File: src/common/eapi_pkg.sv
package eapi_pkg;

	// Deglitch hold count in mclk cycles
	localparam int unsigned DEGLITCH_CYCLES = 4;
	localparam int unsigned DEGLITCH_CW     = 3;

	// Values after reset
	localparam logic        RUN_RESET      = 1'b0;
	localparam logic        BOOT_RESET     = 1'b1;
	localparam logic        FILT_RESET_HI  = 1'b1;

	typedef enum logic [1:0] {
		EAPI_ST_STANDBY = 2'b01,
		EAPI_ST_RUN     = 2'b10
	} eapi_state_t;

	// Requests towards the processor and state control
	typedef struct packed {
		logic       fast_irq;
		logic [1:0] normal_irq;
		logic       enter_standby;
		logic       leave_blocked;
	} eapi_req_t;

endpackage

File: src/rtl/eapi_deglitch.sv
`timescale 1ns/100ps
module eapi_deglitch #(
	parameter int unsigned HOLD = eapi_pkg::DEGLITCH_CYCLES,
	parameter int unsigned CW   = eapi_pkg::DEGLITCH_CW
) (
	input  wire logic mclk,
	input  wire logic rstn,
	input  wire logic raw,
	output logic      clean_r
);
	logic [CW-1:0] cnt_r;

	// Level accepted only after HOLD equal samples
	always_ff @(posedge mclk or negedge rstn)
	begin
		if (!rstn)
		begin
			cnt_r   <= '0;
			clean_r <= eapi_pkg::FILT_RESET_HI;
		end
		else if (raw == clean_r)
			cnt_r <= '0;
		else if (cnt_r == CW'(HOLD - 1))
		begin
			cnt_r   <= '0;
			clean_r <= raw;
		end
		else
			cnt_r <= cnt_r + 1'b1;
	end
endmodule

File: src/rtl/eapi_top.sv
`timescale 1ns/100ps
module eapi_top #(
	parameter int unsigned HOLD = eapi_pkg::DEGLITCH_CYCLES
) (
	input  wire logic          mclk,
	input  wire logic          rstn,
	input  wire logic          media_change_irq_n,
	input  wire logic          ext_fast_irq_n,
	input  wire logic [1:0]    ext_general_irq_n,
	input  wire logic          power_fail_n,
	input  wire logic          main_battery_good,
	input  wire logic          external_supply_sense_n,
	input  wire logic          wake_req,
	input  wire logic          standby_req,
	output eapi_pkg::eapi_req_t req_r,
	output logic               run_r,
	output logic               boot_rom_select_n,
	output logic               on_external_supply_r
);
	// =====================================================
	// Deglitch filters
	logic [2:0] raw;
	logic [2:0] clean;
	assign raw = {main_battery_good, power_fail_n, media_change_irq_n};

	for (genvar i = 0; i < 3; i++)
	begin : g_flt
		eapi_deglitch #(.HOLD(HOLD), .CW(eapi_pkg::DEGLITCH_CW)) u_flt (
			.mclk    (mclk),
			.rstn    (rstn),
			.raw     (raw[i]),
			.clean_r (clean[i])
		);
	end

	logic media_ok;
	logic pfail_ok;
	logic batt_ok;
	assign media_ok = clean[0];
	assign pfail_ok = clean[1];
	assign batt_ok  = clean[2];

	// =====================================================
	// Boot strap, caught once after reset release
	// Raw pin on purpose: no filter could settle this early
	logic strap_done_r;
	always_ff @(posedge mclk or negedge rstn)
	begin
		if (!rstn)
		begin
			strap_done_r      <= 1'b0;
			boot_rom_select_n <= eapi_pkg::BOOT_RESET;
		end
		else if (!strap_done_r)
		begin
			strap_done_r      <= 1'b1;
			boot_rom_select_n <= media_change_irq_n;
		end
	end

	// =====================================================
	// Battery edge detection
	// Delay resets high like the filter, so no false edge after reset
	logic batt_d_r;
	always_ff @(posedge mclk or negedge rstn)
	begin
		if (!rstn)
			batt_d_r <= eapi_pkg::FILT_RESET_HI;
		else
			batt_d_r <= batt_ok;
	end
	logic batt_fall;
	assign batt_fall = batt_d_r & ~batt_ok;

	// =====================================================
	// Power state
	eapi_pkg::eapi_state_t st_r;
	eapi_pkg::eapi_state_t st_nxt;
	always_comb
	begin
		st_nxt = st_r;
		unique case (st_r)
			eapi_pkg::EAPI_ST_STANDBY:
				if (wake_req && batt_ok && pfail_ok)
					st_nxt = eapi_pkg::EAPI_ST_RUN;
			eapi_pkg::EAPI_ST_RUN:
				if (!pfail_ok || standby_req)
					st_nxt = eapi_pkg::EAPI_ST_STANDBY;
			default:
				st_nxt = eapi_pkg::EAPI_ST_STANDBY;
		endcase
	end

	always_ff @(posedge mclk or negedge rstn)
	begin
		if (!rstn)
		begin
			st_r  <= eapi_pkg::EAPI_ST_STANDBY;
			run_r <= eapi_pkg::RUN_RESET;
		end
		else
		begin
			st_r  <= st_nxt;
			run_r <= (st_nxt == eapi_pkg::EAPI_ST_RUN);
		end
	end

	// =====================================================
	// Requests; in standby the interrupt sources are quiet
	logic running;
	assign running = (st_r == eapi_pkg::EAPI_ST_RUN);

	always_ff @(posedge mclk or negedge rstn)
	begin
		if (!rstn)
		begin
			req_r                <= '0;
			on_external_supply_r <= 1'b0;
		end
		else
		begin
			req_r.fast_irq <= running & (~media_ok | ~ext_fast_irq_n | batt_fall);
			req_r.normal_irq    <= {2{running}} & ~ext_general_irq_n;
			req_r.enter_standby <= ~pfail_ok;
			req_r.leave_blocked <= ~running & ~batt_ok;
			// Board keeps this low on external power
			on_external_supply_r <= ~external_supply_sense_n;
		end
	end
endmodule

File: config.mk
export PLATFORM = sky130hd
export DESIGN_NAME = eapi_top
export DESIGN_NICKNAME = d
export VERILOG_FILES = /design/src/common/eapi_pkg.sv /design/src/rtl/eapi_deglitch.sv /design/src/rtl/eapi_top.sv
export SDC_FILE = /design/constraint.sdc
export NUM_CORES = 1
export LEC_CHECK = 0
export ABC_AREA = 1
export BUFFER_PORTS_ARGS = -buffer_cell sky130_fd_sc_hd__buf_2
export CORE_MARGIN = 10
export CORE_UTILIZATION = 55
export CTS_BUF_LIST = sky130_fd_sc_hd__clkbuf_4 sky130_fd_sc_hd__clkbuf_8 sky130_fd_sc_hd__clkbuf_16
export CTS_CLUSTER_DIAMETER = 120
export CTS_CLUSTER_SIZE = 12
export DETAILED_ROUTE_END_ITERATION = 8
export GPL_ROUTABILITY_DRIVEN = 0
export PLACE_DENSITY = 0.9
export RECOVER_POWER = 25
export SLEW_MARGIN = 30
export SYNTH_ARGS = -nofsm -noshare
export SYNTH_HDL_FRONTEND = slang
export SYNTH_SLANG_ARGS = --single-unit
File: constraint.sdc
create_clock -name mclk -period 3.08 [get_ports mclk]
set_clock_uncertainty 0.2 [all_clocks]
set_input_delay 0.77 -clock mclk [delete_from_list [all_inputs] [get_ports mclk]]
set_output_delay 0.77 -clock mclk [all_outputs]
set_load 0.02 [all_outputs]
==> results.cfg <==
[drt]
wl_per_cell_um = 12.01
viasPerCell = 4.865
drtIter0Drc = 14
drt_wl_total_um = 1513
drc = 0
drtAntennaViolNets = 0
drt-pass1-iter-count = 4
dr_total_vias = 613

[yosys]
yosys_register_bits = 24
syn-num-nets = 104
syn-cell-area_um2 = 944.7
ys_seq_area_share_pct = 64.37
synthCells = 88
yosysWarnings = 0
synth_cell_type_count = 17
syn_area_per_cell_um2 = 10.73

[pwr]
total_power_uw = 939.8
ir_worst_vdd_uv = 474.4
power_density_mw_per_mm2 = 862.3
p_leak_nw = 0.5828

[global_routing]
grt_max_degree = 25
grt_pass1_wl_um = 2670
grt_use_total_pct = 9.522
grt_pass1_vias = 657
grt_remaining_overflow = 0
antenna_found_initial = 0

[timing]
setup_viol = 0
slew_headroom_pct = 22.16
rsz0062_at_grt = false
fmax_ghz = 0.5075
period_share_pct = 63.98
slew_viol_final = 0
period_needed_ps = 1971
tightest_slew_ps = 1168
hold_viol_final = 0
setup_tns_ps = 0

[cts]
cts_inserted_buffers = 3
h-tree-depth = 1
hold_buffers = 0
clk-insertion-delay-late_ps = 310
cts_resized = 0
cts_max_path_buffers = 2
post_cts_buffers = 0
cts_root_buf = clkbuf_4
cts_tree = yes
clkTransAtPathRegs_ps = 120
cts_sinks = 24

[final_layout]
nNetsFinal = 127
final_core_util_pct = 69.90
n_antenna_cell = 0
fin_area_mm2 = 0.001090
drive_gt1_share_pct = 24.55
area_delta_synth_final_pct = 15.36

[critical_path]
cp_num_buf_inv = 1
critPathCaptureType = output port
cp_max_fo = 2
cp_slowest_cell = dfstp_2
crit_required_ps = 2110
slowest_delay_ps = 540
cp.arrival_ps = 1000
path_depth = 1
path_class = flip-flop to output port
critPathTopFamily = flip-flops
start_kind = flip-flop
path_cells = buf_2
ff2ff_path_depth = 6

[worst_hold_path]
hp-class = flip-flop to flip-flop
min_path_cells = 1

[run_status]
outcome = finished clean

[placement]
portBuffers = 18
dpl-instance-area_mm2 = 0.001055
hpwlAfterDp_um = 1170

[die]
die_w_um = 61.45
start_util_pct = 60.59
die_h_um = 61.45
core.rowCount = 14
boundaryPins = 19
die-area_mm2 = 0.003775
core_mm2 = 0.001559

[flow_run]
max_cap_viol_count = 0
-- cell type report --
cell class                      instances  area (µm²)
Inverter                               15       56.30
Multi-Input combinational cell         49       280.3
Timing Repair Buffer                   18       88.84
Fill cell                             126       469.2
Sequential cell                        24       608.1
Tap cell                               16       20.02
Clock buffer                            4       36.28
-- state kept, by name (all words and copies together), names as in the netlist --
name / count
st_r: 2
g_flt.u_flt.clean_r: 3
on_external_supply_r: 1
req_r: 5
g_flt.u_flt.cnt_r: 9
run_r: 1
boot_rom_select_n: 1
batt_d_r: 1
strap_done_r: 1
-- worst paths after layout --
kind                                    from              endpoint  slack (ps)
max                        boot_rom_select_n     boot_rom_select_n        1110
max reg2reg                          st_r[0]                 run_r        1610
min in group asynchronous               rstn              req_r[0]         460
min reg2reg                     strap_done_r     boot_rom_select_n         240
max in group asynchronous               rstn  on_external_supply_r        1530
min                             strap_done_r     boot_rom_select_n         240
-- through the flow --
stage,cells,worst slack [ps],hold WS (ps)
floorplan,88,1548,179.8
global placement,122,1453,189.9
detailed placement,122,1451,188.2
CTS,126,1088,214.3
global route,126,1062,270.9
finish,126,1109,241.7
-- routing by layer --
metal	up-vias	track usage, %	share of wire, %
li1	313	-	-
met1	282	9.302	40
met2	14	17.31	49
met3	4	4.115	9.3
met4	0	3.822	1.5
met5	-	0	0
-- synth_stat cells, drive strengths merged --
| cell | n | area share [%] |
|---|---|---|
| conb | 1 | 0.40 |
| xnor2 | 3 | 2.8 |
| nor2 | 9 | 3.6 |
| dfstp | 6 | 17 |
| nor3b | 2 | 2.1 |
| inv | 15 | 6.0 |
| a21oi | 1 | 0.53 |
| nand3 | 3 | 2.1 |
| nor3 | 4 | 2.1 |
| nand2 | 16 | 6.4 |
| ha | 5 | 6.6 |
| o21bai | 1 | 0.79 |
| o21ai | 3 | 1.6 |
| a31oi | 1 | 0.66 |
| dfrtp | 18 | 48 |
-- cells in the final DEF, fill, tap and decap left out --
master / netlist / layout
a21oi_1: 1 / 1
dfstp_1: 0 / 2
nand3_2: 1 / 1
dfstp_2: 6 / 4
nor3b_2: 1 / 1
inv_1: 15 / 15
nor3_1: 4 / 4
buf_2: 0 / 17
nor2_1: 9 / 9
xnor2_1: 3 / 3
dfrtp_1: 18 / 18
clkbuf_4: 0 / 3
a31oi_1: 1 / 1
clkbuf_8: 0 / 1
o21ai_0: 3 / 3
ha_1: 5 / 5
o21bai_1: 1 / 1
clkbuf_1: 0 / 1
nor3b_1: 1 / 1
nand3_1: 2 / 2
nand2_1: 16 / 16
conb_1: 1 / 1
-- power by group --
| group | total [mW] | switching [mW] | leakage [nW] | internal (mW) |
|---|---|---|---|---|
| combinational | 0.293 | 0.173 | 0.265 | 0.120 |
| clock | 0.162 | 0.0898 | 0.0210 | 0.0722 |
| sequential | 0.485 | 0.0571 | 0.297 | 0.427 |
-- kinds of logic after synthesis --
family / count (synthesis) / share of synthesized area [%]
adder cells (fa/ha/maj): 5 / 6.623
buffers and inverters: 15 / 5.960
AO/OA/AOI/OAI: 6 / 3.576
AND/OR/NAND/NOR: 34 / 16.29
other: 1 / 0.3970
flip-flops: 24 / 64.37
XOR/XNOR: 3 / 2.782
Note: power is estimated with default switching activity, not from simulation.
